===== config.mk =====
export PLATFORM = sky130hd
export DESIGN_NAME = dgr_regs
export DESIGN_NICKNAME = d
export VERILOG_FILES = /design/src/hdl/dgr_pkg.sv /design/src/hdl/dgr_regs.sv
export VERILOG_INCLUDE_DIRS = /design/src /design/src/hdl
export SDC_FILE = /design/constraint.sdc
export NUM_CORES = 1
export LEC_CHECK = 0
export BUFFER_PORTS_ARGS = -buffer_cell sky130_fd_sc_hd__buf_2
export CAP_MARGIN = 20
export CORE_MARGIN = 3
export CORE_UTILIZATION = 54
export DETAILED_ROUTE_END_ITERATION = 8
export GPL_ROUTABILITY_DRIVEN = 1
export PLACE_DENSITY = 0.85
export SYNTH_ARGS = -nofsm -noshare
export SYNTH_HDL_FRONTEND = slang
export SYNTH_SLANG_ARGS = --single-unit

===== constraint.sdc =====
create_clock -name sys_clk -period 2.1 [get_ports sys_clk]
set_clock_uncertainty 0.15 [all_clocks]
set_input_delay 0.105 -clock sys_clk [delete_from_list [all_inputs] [get_ports sys_clk]]
set_output_delay 0.105 -clock sys_clk [all_outputs]
set_load 0.01 [all_outputs]

===== src/hdl/dgr_map.svh =====
`ifndef DGR_MAP_SVH
`define DGR_MAP_SVH
// Window size and decode
`define DGR_WIN_BYTES 4096
`define DGR_OFF_W 7
// Input configuration group
`define DGR_OFF_STATUS 7'h03
`define DGR_OFF_SERIAL 7'h05
`define DGR_OFF_STROBE 7'h0b
// Memory control group
`define DGR_OFF_TRAFFIC 7'h02
`define DGR_OFF_PULSE 7'h08
`define DGR_OFF_CHANNEL 7'h0a
`define DGR_OFF_DATA 7'h0c
`define DGR_OFF_MEMCTL 7'h21
`define DGR_OFF_PTR0 7'h23
`define DGR_OFF_PTR1 7'h25
`define DGR_OFF_PTR2 7'h27
`define DGR_OFF_ENDADR 7'h2b
`define DGR_OFF_START0 7'h2d
`define DGR_OFF_START1 7'h2f
// Arm and trigger group
`define DGR_OFF_ARMNOW 7'h41
`define DGR_OFF_ARMSTATE 7'h43
`define DGR_OFF_SMPTRIG 7'h45
`define DGR_OFF_ARMTRIG 7'h47
`define DGR_OFF_ARMSRC 7'h49
`define DGR_OFF_ARMCTL 7'h4b
`define DGR_OFF_TRIGSRC 7'h4d
`define DGR_OFF_REFOSC 7'h4f
`define DGR_OFF_ADLY_HI 7'h51
`define DGR_OFF_ADLY_LO 7'h53
`define DGR_OFF_ACNT_HI 7'h55
`define DGR_OFF_ACNT_LO 7'h57
`define DGR_OFF_ACNT_LAT 7'h59
`define DGR_OFF_TRIGNOW 7'h5d
`define DGR_OFF_TBRST 7'h5f
`define DGR_OFF_DECDIV 7'h61
`define DGR_OFF_BINDIV 7'h63
`define DGR_OFF_INTERP 7'h65
`define DGR_OFF_STOPDAT 7'h67
`define DGR_OFF_INTCAL 7'h69
`define DGR_OFF_SELFTEST 7'h6b
`define DGR_OFF_PRE_LO 7'h73
`define DGR_OFF_PRE_HI 7'h75
`define DGR_OFF_POST_LO 7'h77
`define DGR_OFF_POST_MID 7'h79
`define DGR_OFF_POST_HI 7'h7b
`define DGR_OFF_TBINIT_A 7'h7d
`define DGR_OFF_TBINIT_B 7'h7f
// Field positions
`define DGR_STROBE_BIT 2
`define DGR_ST_OVLD_LSB 4
`define DGR_ST_OVLCLR 2
`define DGR_ST_ERRLED 1
`define DGR_ST_SHOUT 0
// Reset value of every stored byte
`define DGR_RST_BYTE 8'h00
`endif


===== src/hdl/dgr_pkg.sv =====
package dgr_pkg;
  // One register access from the controller
  typedef struct packed {
    logic sel;
    logic wr;
    logic [11:0] addr;
    logic [7:0] wdata;
  } dgr_bus_req_type;
  // Answer to one access
  typedef struct packed {
    logic ack;
    logic [7:0] rdata;
  } dgr_bus_rsp_type;
  // Access forwarded to timebase logic
  typedef struct packed {
    logic valid;
    logic wr;
    logic [6:0] offset;
    logic [7:0] data;
  } dgr_evt_type;
  // Assembled multi-byte timebase counts
  typedef struct packed {
    logic [15:0] arm_delay;
    logic [15:0] arm_count;
    logic [15:0] prearm;
    logic [23:0] postarm;
  } dgr_tb_type;
  // Read/write memory control bytes
  typedef struct packed {
    logic [7:0] traffic;
    logic [7:0] pulse;
    logic [7:0] channel;
    logic [7:0] data;
    logic [7:0] control;
    logic [7:0] end_addr;
    logic [15:0] start;
  } dgr_mem_type;
endpackage


===== src/hdl/dgr_regs.sv =====
// Function
// - Input status at 0x03, read only
// - Status bit 0 shows shift bit 55
// - Status read never shifts the chain
// - Status carries overloads, clear, error bits
// - 0x05 reads and writes serial port
// - 0x0B write with bit 2 set strobes configuration out
// - Arm delay bytes at 0x51, 0x53
// - Arm count bytes 0x55/0x57, latch 0x59
// - Pre-arm count bytes at 0x73, 0x75
// - Post-arm bytes at 0x77, 0x79, 0x7B
// - Memory pointer readable at 0x23-0x27
// - Decode a 4096-byte window, byte wide
`timescale 1ns/1ps
`include "dgr_map.svh"
`default_nettype none

module dgr_regs #(
  parameter int SHIFT_W = 56
) (
  // Clock and reset
  input wire logic sys_clk,
  input wire logic rst_b,
  // Register access
  input wire dgr_pkg::dgr_bus_req_type bus_req,
  output var dgr_pkg::dgr_bus_rsp_type bus_rsp_r,
  // Analog input section pins
  input wire logic [3:0] ovld_pin,
  input wire logic ovld_clr_pin,
  input wire logic err_led_pin,
  // Memory and arm logic, same clock
  input wire logic [23:0] mem_ptr,
  input wire logic [7:0] arm_state,
  // Converter configuration
  output logic [SHIFT_W-1:0] cfg_word_r,
  output logic cfg_load_r,
  // Timebase side
  output var dgr_pkg::dgr_tb_type tb_r,
  output logic count_latch_r,
  output var dgr_pkg::dgr_evt_type evt_r,
  // Memory control bytes
  output var dgr_pkg::dgr_mem_type mem_r
);

  ////////////////////////////////////////////////////////////////////
  // Helpers
  // Offsets compare on the low seven bits only; the window
  // check above them is done once, in the address decode.

  // True when the window offset equals a register offset
  function automatic logic hit(
    input logic [`DGR_OFF_W-1:0] off,
    input logic [`DGR_OFF_W-1:0] reg_off
  );
    hit = (off == reg_off);
  endfunction

  ////////////////////////////////////////////////////////////////////
  // Pin synchronisers
  // Pins from the analog section change at any time; two flops
  // keep a metastable level away from the status read path.

  logic [5:0] pin_meta_r;
  logic [5:0] pin_sync_r;

  // Two stages; only the second stage is read by logic
  always_ff @(posedge sys_clk or negedge rst_b) begin
    if (!rst_b) begin
      pin_meta_r <= 6'h00;
      pin_sync_r <= 6'h00;
    end else begin
      pin_meta_r <= {ovld_pin, ovld_clr_pin, err_led_pin};
      pin_sync_r <= pin_meta_r;
    end
  end

  wire logic [3:0] ovld_s = pin_sync_r[5:2];
  wire logic ovld_clr_s = pin_sync_r[1];
  wire logic err_led_s = pin_sync_r[0];

  ////////////////////////////////////////////////////////////////////
  // Address decode
  // Accesses above the register area are still acknowledged, so
  // a controller probing the window never sees a bus error.

  // Only the low 128 bytes of the window hold registers
  wire logic in_win = (bus_req.addr[11:7] == 5'h00);
  wire logic [6:0] off = bus_req.addr[6:0];
  wire logic acc = bus_req.sel;
  wire logic wr = acc && bus_req.wr && in_win;
  wire logic rd = acc && !bus_req.wr && in_win;
  wire logic [7:0] wd = bus_req.wdata;

  // Input configuration group
  wire logic rd_status = rd && hit(off, `DGR_OFF_STATUS);
  wire logic rd_serial = rd && hit(off, `DGR_OFF_SERIAL);
  wire logic wr_serial = wr && hit(off, `DGR_OFF_SERIAL);
  wire logic wr_strobe = wr && hit(off, `DGR_OFF_STROBE);

  // Memory control group, read/write
  wire logic hit_traf = hit(off, `DGR_OFF_TRAFFIC);
  wire logic hit_puls = hit(off, `DGR_OFF_PULSE);
  wire logic hit_chan = hit(off, `DGR_OFF_CHANNEL);
  wire logic hit_data = hit(off, `DGR_OFF_DATA);
  wire logic hit_mctl = hit(off, `DGR_OFF_MEMCTL);
  wire logic hit_enda = hit(off, `DGR_OFF_ENDADR);
  wire logic hit_st0 = hit(off, `DGR_OFF_START0);
  wire logic hit_st1 = hit(off, `DGR_OFF_START1);

  // Memory control write strobes
  wire logic wr_traf = wr && hit_traf;
  wire logic wr_puls = wr && hit_puls;
  wire logic wr_chan = wr && hit_chan;
  wire logic wr_data = wr && hit_data;
  wire logic wr_mctl = wr && hit_mctl;
  wire logic wr_enda = wr && hit_enda;
  wire logic wr_st0 = wr && hit_st0;
  wire logic wr_st1 = wr && hit_st1;

  // Arm and trigger counts, write only
  wire logic wr_adly_hi = wr && hit(off, `DGR_OFF_ADLY_HI);
  wire logic wr_adly_lo = wr && hit(off, `DGR_OFF_ADLY_LO);
  wire logic wr_acnt_hi = wr && hit(off, `DGR_OFF_ACNT_HI);
  wire logic wr_acnt_lo = wr && hit(off, `DGR_OFF_ACNT_LO);
  wire logic wr_acnt_lat = wr && hit(off, `DGR_OFF_ACNT_LAT);
  wire logic wr_pre_lo = wr && hit(off, `DGR_OFF_PRE_LO);
  wire logic wr_pre_hi = wr && hit(off, `DGR_OFF_PRE_HI);
  wire logic wr_post_lo = wr && hit(off, `DGR_OFF_POST_LO);
  wire logic wr_post_mid = wr && hit(off, `DGR_OFF_POST_MID);
  wire logic wr_post_hi = wr && hit(off, `DGR_OFF_POST_HI);

  // Timebase locations, one named decode each
  wire logic hit_armnow = hit(off, `DGR_OFF_ARMNOW);
  wire logic hit_armstate = hit(off, `DGR_OFF_ARMSTATE);
  wire logic hit_smptrig = hit(off, `DGR_OFF_SMPTRIG);
  wire logic hit_armtrig = hit(off, `DGR_OFF_ARMTRIG);
  wire logic hit_armsrc = hit(off, `DGR_OFF_ARMSRC);
  wire logic hit_armctl = hit(off, `DGR_OFF_ARMCTL);
  wire logic hit_trigsrc = hit(off, `DGR_OFF_TRIGSRC);
  wire logic hit_refosc = hit(off, `DGR_OFF_REFOSC);
  wire logic hit_trignow = hit(off, `DGR_OFF_TRIGNOW);
  wire logic hit_tbrst = hit(off, `DGR_OFF_TBRST);
  wire logic hit_decdiv = hit(off, `DGR_OFF_DECDIV);
  wire logic hit_bindiv = hit(off, `DGR_OFF_BINDIV);
  wire logic hit_interp = hit(off, `DGR_OFF_INTERP);
  wire logic hit_stopdat = hit(off, `DGR_OFF_STOPDAT);
  wire logic hit_intcal = hit(off, `DGR_OFF_INTCAL);
  wire logic hit_selftest = hit(off, `DGR_OFF_SELFTEST);
  wire logic hit_tbinit_a = hit(off, `DGR_OFF_TBINIT_A);
  wire logic hit_tbinit_b = hit(off, `DGR_OFF_TBINIT_B);

  // Timebase locations that the timebase logic acts on itself;
  // the read-only arm state location passes on too, harmlessly
  wire logic tb_loc =
    hit_armnow ||
    hit_armstate ||
    hit_smptrig ||
    hit_armtrig ||
    hit_armsrc ||
    hit_armctl ||
    hit_trigsrc ||
    hit_refosc ||
    hit_trignow ||
    hit_tbrst ||
    hit_decdiv ||
    hit_bindiv ||
    hit_interp ||
    hit_stopdat ||
    hit_intcal ||
    hit_selftest ||
    hit_tbinit_a ||
    hit_tbinit_b;

  // Reads of the two mixed read/write locations also carry meaning
  wire logic tb_rd_loc = hit_armnow || hit_smptrig;
  wire logic evt_fire = (wr && tb_loc) || (rd && tb_rd_loc);

  ////////////////////////////////////////////////////////////////////
  // Configuration shift chain
  // Holds the converter setup as it is assembled, one bit per serial
  // write; the converter only sees it after a strobe.

  logic [SHIFT_W-1:0] shift_r;
  logic [SHIFT_W-1:0] shift_nxt;
  wire logic shift_out = shift_r[SHIFT_W-1];

  // A serial write enters at bit 0; a serial read moves the chain
  // one place and feeds the top bit back in, so 56 reads restore it.
  // A status read is absent here on purpose: it must not move it.
  always_comb begin
    shift_nxt = shift_r;
    if (wr_serial) begin
      shift_nxt = {shift_r[SHIFT_W-2:0], wd[0]};
    end else if (rd_serial) begin
      shift_nxt = {shift_r[SHIFT_W-2:0], shift_out};
    end
  end

  // Chain storage; untouched by status reads
  always_ff @(posedge sys_clk or negedge rst_b) begin
    if (!rst_b) begin
      shift_r <= '0;
    end else begin
      shift_r <= shift_nxt;
    end
  end

  // Parallel strobe copies the chain to the converter
  wire logic strobe_go = wr_strobe && wd[`DGR_STROBE_BIT];

  always_ff @(posedge sys_clk or negedge rst_b) begin
    if (!rst_b) begin
      cfg_word_r <= '0;
      cfg_load_r <= 1'b0;
    end else begin
      cfg_load_r <= strobe_go;
      if (strobe_go) begin
        cfg_word_r <= shift_r;
      end
    end
  end

  ////////////////////////////////////////////////////////////////////
  // Timebase counts
  // Each count is a plain register per byte; nothing here counts
  // down, that is left to the timebase logic that reads them.

  logic [15:0] arm_delay_r;
  logic [15:0] arm_count_r;
  logic [15:0] prearm_r;
  logic [23:0] postarm_r;

  // Byte halves collect independently; the far side reads the
  // assembled word, so it should wait until all bytes are written
  always_ff @(posedge sys_clk or negedge rst_b) begin
    if (!rst_b) begin
      arm_delay_r <= '0;
    end else begin
      if (wr_adly_hi) arm_delay_r[15:8] <= wd;
      if (wr_adly_lo) arm_delay_r[7:0] <= wd;
    end
  end

  // Arm count bytes; the latch strobe below is separate
  always_ff @(posedge sys_clk or negedge rst_b) begin
    if (!rst_b) begin
      arm_count_r <= '0;
    end else begin
      if (wr_acnt_hi) arm_count_r[15:8] <= wd;
      if (wr_acnt_lo) arm_count_r[7:0] <= wd;
    end
  end

  // Pre-arm reading count, low byte first in the map
  always_ff @(posedge sys_clk or negedge rst_b) begin
    if (!rst_b) begin
      prearm_r <= '0;
    end else begin
      if (wr_pre_lo) prearm_r[7:0] <= wd;
      if (wr_pre_hi) prearm_r[15:8] <= wd;
    end
  end

  // Post-arm reading count, three bytes
  always_ff @(posedge sys_clk or negedge rst_b) begin
    if (!rst_b) begin
      postarm_r <= '0;
    end else begin
      if (wr_post_lo) postarm_r[7:0] <= wd;
      if (wr_post_mid) postarm_r[15:8] <= wd;
      if (wr_post_hi) postarm_r[23:16] <= wd;
    end
  end

  // Latch strobe is a one-cycle pulse; any written value fires it
  always_ff @(posedge sys_clk or negedge rst_b) begin
    if (!rst_b) begin
      count_latch_r <= 1'b0;
    end else begin
      count_latch_r <= wr_acnt_lat;
    end
  end

  // Counts leave as one bundle, wired straight from the flops
  assign tb_r = {arm_delay_r, arm_count_r, prearm_r, postarm_r};

  // Other timebase locations pass on as a one-cycle event
  // Side fields follow every access; only valid marks a real one
  always_ff @(posedge sys_clk or negedge rst_b) begin
    if (!rst_b) begin
      evt_r <= '0;
    end else begin
      evt_r.valid <= evt_fire;
      evt_r.wr <= bus_req.wr;
      evt_r.offset <= off;
      evt_r.data <= wd;
    end
  end

  ////////////////////////////////////////////////////////////////////
  // Memory control bytes
  // Only the stored values live here; the memory sequencer that
  // acts on them sits outside this block.

  always_ff @(posedge sys_clk or negedge rst_b) begin
    if (!rst_b) begin
      mem_r <= '0;
    end else begin
      if (wr_traf) mem_r.traffic <= wd;
      if (wr_puls) mem_r.pulse <= wd;
      if (wr_chan) mem_r.channel <= wd;
      if (wr_data) mem_r.data <= wd;
      if (wr_mctl) mem_r.control <= wd;
      if (wr_enda) mem_r.end_addr <= wd;
      if (wr_st0) mem_r.start[7:0] <= wd;
      if (wr_st1) mem_r.start[15:8] <= wd;
    end
  end

  ////////////////////////////////////////////////////////////////////
  // Read data
  // Read data is registered with the acknowledge, so both change on
  // the same edge and the controller never sees a half answer.

  // Status byte; bit 3 unused reads zero. The overload bits are live
  // levels, not sticky, so a brief overload can be missed by a poll.
  wire logic st_unused = 1'b0;
  wire logic [7:0] status_byte = {
    ovld_s,
    st_unused,
    ovld_clr_s,
    err_led_s,
    shift_out
  };

  logic [7:0] rdata_nxt;

  // Write-only and unmapped offsets read zero. Writes to the status
  // and pointer locations fall through every decode above and change nothing.
  always_comb begin
    rdata_nxt = `DGR_RST_BYTE;
    if (rd) begin
      case (off)
        `DGR_OFF_STATUS: rdata_nxt = status_byte;
        `DGR_OFF_SERIAL: rdata_nxt = {7'h00, shift_out};
        `DGR_OFF_TRAFFIC: rdata_nxt = mem_r.traffic;
        `DGR_OFF_PULSE: rdata_nxt = mem_r.pulse;
        `DGR_OFF_CHANNEL: rdata_nxt = mem_r.channel;
        `DGR_OFF_DATA: rdata_nxt = mem_r.data;
        `DGR_OFF_MEMCTL: rdata_nxt = mem_r.control;
        `DGR_OFF_PTR0: rdata_nxt = mem_ptr[7:0];
        `DGR_OFF_PTR1: rdata_nxt = mem_ptr[15:8];
        `DGR_OFF_PTR2: rdata_nxt = mem_ptr[23:16];
        `DGR_OFF_ENDADR: rdata_nxt = mem_r.end_addr;
        `DGR_OFF_START0: rdata_nxt = mem_r.start[7:0];
        `DGR_OFF_START1: rdata_nxt = mem_r.start[15:8];
        `DGR_OFF_ARMSTATE: rdata_nxt = arm_state;
        default: rdata_nxt = `DGR_RST_BYTE;
      endcase
    end
  end

  // Every access is answered one cycle later, mapped or not
  always_ff @(posedge sys_clk or negedge rst_b) begin
    if (!rst_b) begin
      bus_rsp_r <= '0;
    end else begin
      bus_rsp_r.ack <= acc;
      bus_rsp_r.rdata <= rdata_nxt;
    end
  end

endmodule

`default_nettype wire


Word-level counts from Yosys, hierarchy flattened:

Index checks and enable logic that the tools add are counted.

* muxes and demuxes: 4
* multipliers: 0
* equal/unequal tests: 42
* div/mod/pow operators: 0
* add/subtract/negate cells: 0
* shift operators: 0
* $lt $le $gt $ge: 0
* bitwise gates (word level): 0
* reductions and logical operators: 50

Operators by type and width (number)
* $eq 7x7->1 const B: 28
* $mux 56: 2
* $pmux 8 s14: 1
* $eq 7x6->1 const B: 7
* $eq 7x4->1 const B: 4
* $logic_and 1x1->1: 28
* $logic_or 1x1->1: 19
* $eq 7x2->1 const B: 2
* $mux 8: 1
* $eq 7x3->1 const B: 1
* $logic_not 5->1: 1
* $reduce_bool 2->1: 1
* $logic_not 1->1: 1

* bits in latches: 0
* memories kept: 0
* input bits: 62
* output and inout bits: 220
* memory bits (read-only): 0
* bits in writable memories: 0
* word-level logic and storage cells: 125
* bits in registers: 288

Longest topological paths before layout:

* word-level depth: 20
* mapped depth: 8
* depth with buffers taken out: 5

Worst setup path before layout:

OpenSTA, ideal clock, no wires.

* path kind: input-to-reg
* start point: input port bus_req[16] in the netlist's numbering
* end point: register cfg_word_r[16]
* cell stages on the path: 7
* path slack: -0.189 ns
* arrival time: 2.012 ns
* buffers on the path: 2
* path through: or4b_4 -> nor3_4 -> nand2_4 -> nor4_4 -> buf_6 -> buf_6 -> mux2_1

* cells in the longest elaborated chain, start to end: 4

Ends and longest elaborated chain
* start, declared: line dgr_regs.sv:25 `input wire dgr_pkg::dgr_bus_req_type bus_req,`
* $logic_not 5->1: line dgr_regs.sv:87 `wire logic in_win = (bus_req.addr[11:7] == 5'h00);`
* $logic_and 1x1->1: line dgr_regs.sv:90 `wire logic wr = acc && bus_req.wr && in_win;`
* $logic_and 1x1->1: line dgr_regs.sv:98 `` wire logic wr_strobe = wr && hit(off, `DGR_OFF_STROBE); ``
* $logic_and 1x1->1: line dgr_regs.sv:209 `` wire logic strobe_go = wr_strobe && wd[`DGR_STROBE_BIT]; ``
* end signal, assigned: line dgr_regs.sv:218 `cfg_word_r <= shift_r;`
* end, declared: line dgr_regs.sv:35 `output logic [SHIFT_W-1:0] cfg_word_r,`

No other way between the ends.
A chain may end at the register's enable or synchronous reset.

Worst setup path after layout:

* start point: input port bus_req[10] in the netlist's numbering
* end point: register mem_r[41] in the netlist's numbering

* cells in the longest elaborated chain, start to end: 2

Ends and longest elaborated chain
* $eq 7x4->1: line dgr_regs.sv:55 `hit = (off == reg_off);`
* $logic_and 1x1->1: line dgr_regs.sv:113 `wire logic wr_chan = wr && hit_chan;`
* end, declared: line dgr_regs.sv:42 `output var dgr_pkg::dgr_mem_type mem_r`

No other way between the ends.

==> flow_metrics.tcl <==
set metrics [dict create \
    die_w_microns 153 \
    die_h_microns 153 \
    ys_seq_area_share_pct 61.5 \
    r2r-end "bus_rsp_r[3]" \
    synth-async-reset-ratio_pct 100 \
    worstPathCellList "dlygate4sd3_1 > buf_2 > nand2b_1 > nor3_1 > and3_1 > buf_12 > mux2_2" \
    ir_worst_vdd_v 0.000672 \
    outcome "finished, final reports clean" \
    hpwl_microns 23300 \
    fin_crit_sh_pct 99.3 \
    core-area_sq_mm 0.0212 \
    drtIter0Drc 476 \
    clk_root_buffer_cell "clkbuf_16" \
    synth_area_sq_mm 0.0117 \
    worstHoldPathCells 5 \
    cp_top_family "simple AND/OR/NAND/NOR gates" \
    clock_latency_ns 0.54 \
    cts_tree "done" \
    synth_seq_cells 288 \
    finalHoldViolCount 0 \
    leakage_nw 8.36 \
    min_period_ns 2.09 \
    drive_above_1_share_pct 55.6 \
    via_per_inst 5.66 \
    grt_pass1_wl_microns 51700 \
    dr.pass1.iters 6 \
    start_util_pct 55.4 \
    instances_no_fill 1459 \
    critPathKind "in2reg" \
    clock_path_buffers 3 \
    power_mw 10.9 \
    critPathLaunchType "input port" \
    cp_slowest_stage_delay_ns 0.57 \
    place_area_sq_mm 0.0142 \
    post_cts_buffers 0 \
    path_max_fanout 8 \
    worstMarginPinSlew_ns 0.543 \
    placed_cells 1376 \
    grt_overflow 0 \
    drc 0 \
    fmax_ghz 0.479 \
    syn_to_final_growth_pct 31.2 \
    path_clk_slew_ns 0.06 \
    grt_pass1_vias 9026 \
    design_area_sq_mm 0.0154 \
    n_antenna_cell 0 \
    synthDistinctLibCells 59 \
    fp-row-count 53 \
    max_cap_viol_count 0 \
    synth_nets 844 \
    final_nets 1225 \
    hold_ws_ns 0.0305 \
    place.gp.congestion 1.00 \
    synthCells 782 \
    reg2reg_slack_ns 0.27 \
    worstHoldStart "bus_req[19]" \
    hold_class "in2reg" \
    maxSlewViolCount 0 \
    worstReg2RegStart "mem_r[35]" \
    final_util_pct 72.7 \
    hold_end "evt_r[16]" \
    cp_slowest_cell "dlygate4sd3_1" \
    antenna_found_initial 0 \
    slew-limit-headroom_pct 63.7 \
    numCtsBuffers 28 \
    io_pins 282 \
    avgSynthCellArea_sq_um 15.0 \
    synth_edf_count 0 \
    endpoint_kind "flop" \
    worstPathRequired_ns 2.36 \
    die_area_sq_mm 0.0235 \
    grt_max_degree 58 \
    wire_per_inst_microns 22.7 \
    numClockSinks 288 \
    drt_wl_total_microns 33100 \
    worstPathArrival_ns 2.35 \
    h-tree-depth 1 \
    vias 8263 \
    reg2reg_depth 5 \
    path_buf_inv 3 \
    finalSetupViolCount 0 \
    synth_warnings 0 \
    track_usage_pct 27.6 \
    ant_nets 0 \
    powerDensity_mw_per_mm2 712 \
    ys.flop_type "dfrtp_1" \
    portBuffers 281 \
]
per-stage QoR:
stage / setup slack, ns / TNS, ns
floorplan: -0.189 / -19.17
global placement: -0.211 / -30.44
detailed placement: -0.255 / -34.60
CTS: 0.0172 / 0
global route: -0.0244 / -0.232
finish: 0.0143 / 0
per-layer routing:
metal / part of all wire [%] / global-route usage [%] / vias to the layer above / wire length [microns]
li1: - / - / 3607 / -
met1: 40 / 36.0 / 4212 / 13200
met5: 0 / 0 / - / 0
met4: 3.4 / 8.41 / 0 / 1140
met3: 8.0 / 6.63 / 79 / 2640
met2: 49 / 46.4 / 365 / 16200
where the power goes:
part / total [mW] / internal (mW) / switching (mW)
clock network: 4.75 / 2.70 / 2.05
logic: 0.605 / 0.220 / 0.385
registers: 5.60 / 5.58 / 0.0123
total: 10.9 / 8.50 / 2.44
worst max-delay path by stage:
stage	startpoint	to	cells past startpoint
finish	bus_req[10]	mem_r[41]	7
global route	bus_req[13]	cfg_word_r[39]	9
CTS	bus_req[8]	bus_rsp_r[3]	9
detailed placement	bus_req[16]	cfg_word_r[13]	9
global placement	bus_req[16]	cfg_word_r[1]	9
floorplan	bus_req[16]	cfg_word_r[16]	7
worst reg2reg max path: stages, from the launching register on:
cell and delay (ns):
dfrtp_1 0.40, mux2i_1 0.18, a2bb2oi_1 0.21, o211ai_1 0.11, a2111oi_1 0.45, a211oi_2 0.17
sequential cells by signal, summed over array words and instances (netlist names):
| signal | flops |
|---|---|
| pin_sync_r | 6 |
| arm_count_r | 16 |
| prearm_r | 16 |
| cfg_word_r | 56 |
| shift_r | 56 |
| pin_meta_r | 6 |
| evt_r | 17 |
| arm_delay_r | 16 |
| cfg_load_r | 1 |
| count_latch_r | 1 |
| mem_r | 64 |
| bus_rsp_r | 9 |
| postarm_r | 24 |
synthesized netlist by cell type, drive strengths merged, types with 3 or more instances:
cell | number | area (sq um)
clkbuf | 23 | 86.3
a211oi | 10 | 75.1
buf | 23 | 133
nor4 | 9 | 138
nor2 | 13 | 51.3
a21oi | 6 | 30.0
nand3b | 5 | 37.5
a22oi | 3 | 22.5
nand2b | 5 | 31.3
mux2i | 26 | 260
dfrtp | 288 | 7210
mux2 | 252 | 2840
and3 | 7 | 43.8
nor3 | 15 | 130
nor3b | 4 | 30.0
o2bb2ai | 6 | 52.6
o21ai | 8 | 40.0
nand2 | 24 | 97.6
nand3 | 13 | 77.6
area by class of cell:
class / instances / area [sq um]
clock buffers: 41 / 821
clock inverters: 10 / 52.6
fillers: 1381 / 5770
inverters: 2 / 7.51
multi-input cells: 446 / 4350
flip-flops and latches: 288 / 7210
well taps: 275 / 344
repair buffers: 397 / 2610
cells by family (layout without fill, tap and decap cells):
group,after synthesis,count (layout),synth area share [%]
XOR/XNOR,1,1,0.0747
flip-flops,288,288,61.5
AND/OR/NAND/NOR,109,109,6.39
buffers and inverters,48,450,1.93
AO/OA/AOI/OAI,58,58,3.68
multiplexers,278,278,26.4
cells in the final DEF, fill, tap and decap left out, types with 3 or more instances in the layout:
cell	Yosys	routed
clkbuf_8	0	5
nor4_1	3	3
a211oi_1	10	9
and3_1	7	7
o2bb2ai_1	6	6
nor3_2	2	4
nor4_4	5	5
a22oi_1	3	3
dlygate4sd3_1	0	32
nor3_4	4	4
a21oi_1	6	5
clkbuf_16	0	29
nand3b_1	5	5
buf_4	2	65
mux2_2	223	217
mux2i_1	26	26
clkbuf_1	23	7
nand3_1	12	11
mux2_1	29	29
nor3_1	9	7
buf_12	0	19
mux2_4	0	6
clkinv_2	0	9
dfrtp_1	288	288
nand2_1	23	22
nor3b_1	4	4
o21ai_0	8	8
nor2_1	12	12
nand2b_1	5	5
buf_2	7	280
timing repair:
action,CTS,global route
hold buffers,32,0
endpoints found under the setup margin,0,10
resized for setup,0,7
hold endpoints to repair,331,0
Power figures use the tool's default switching activity.
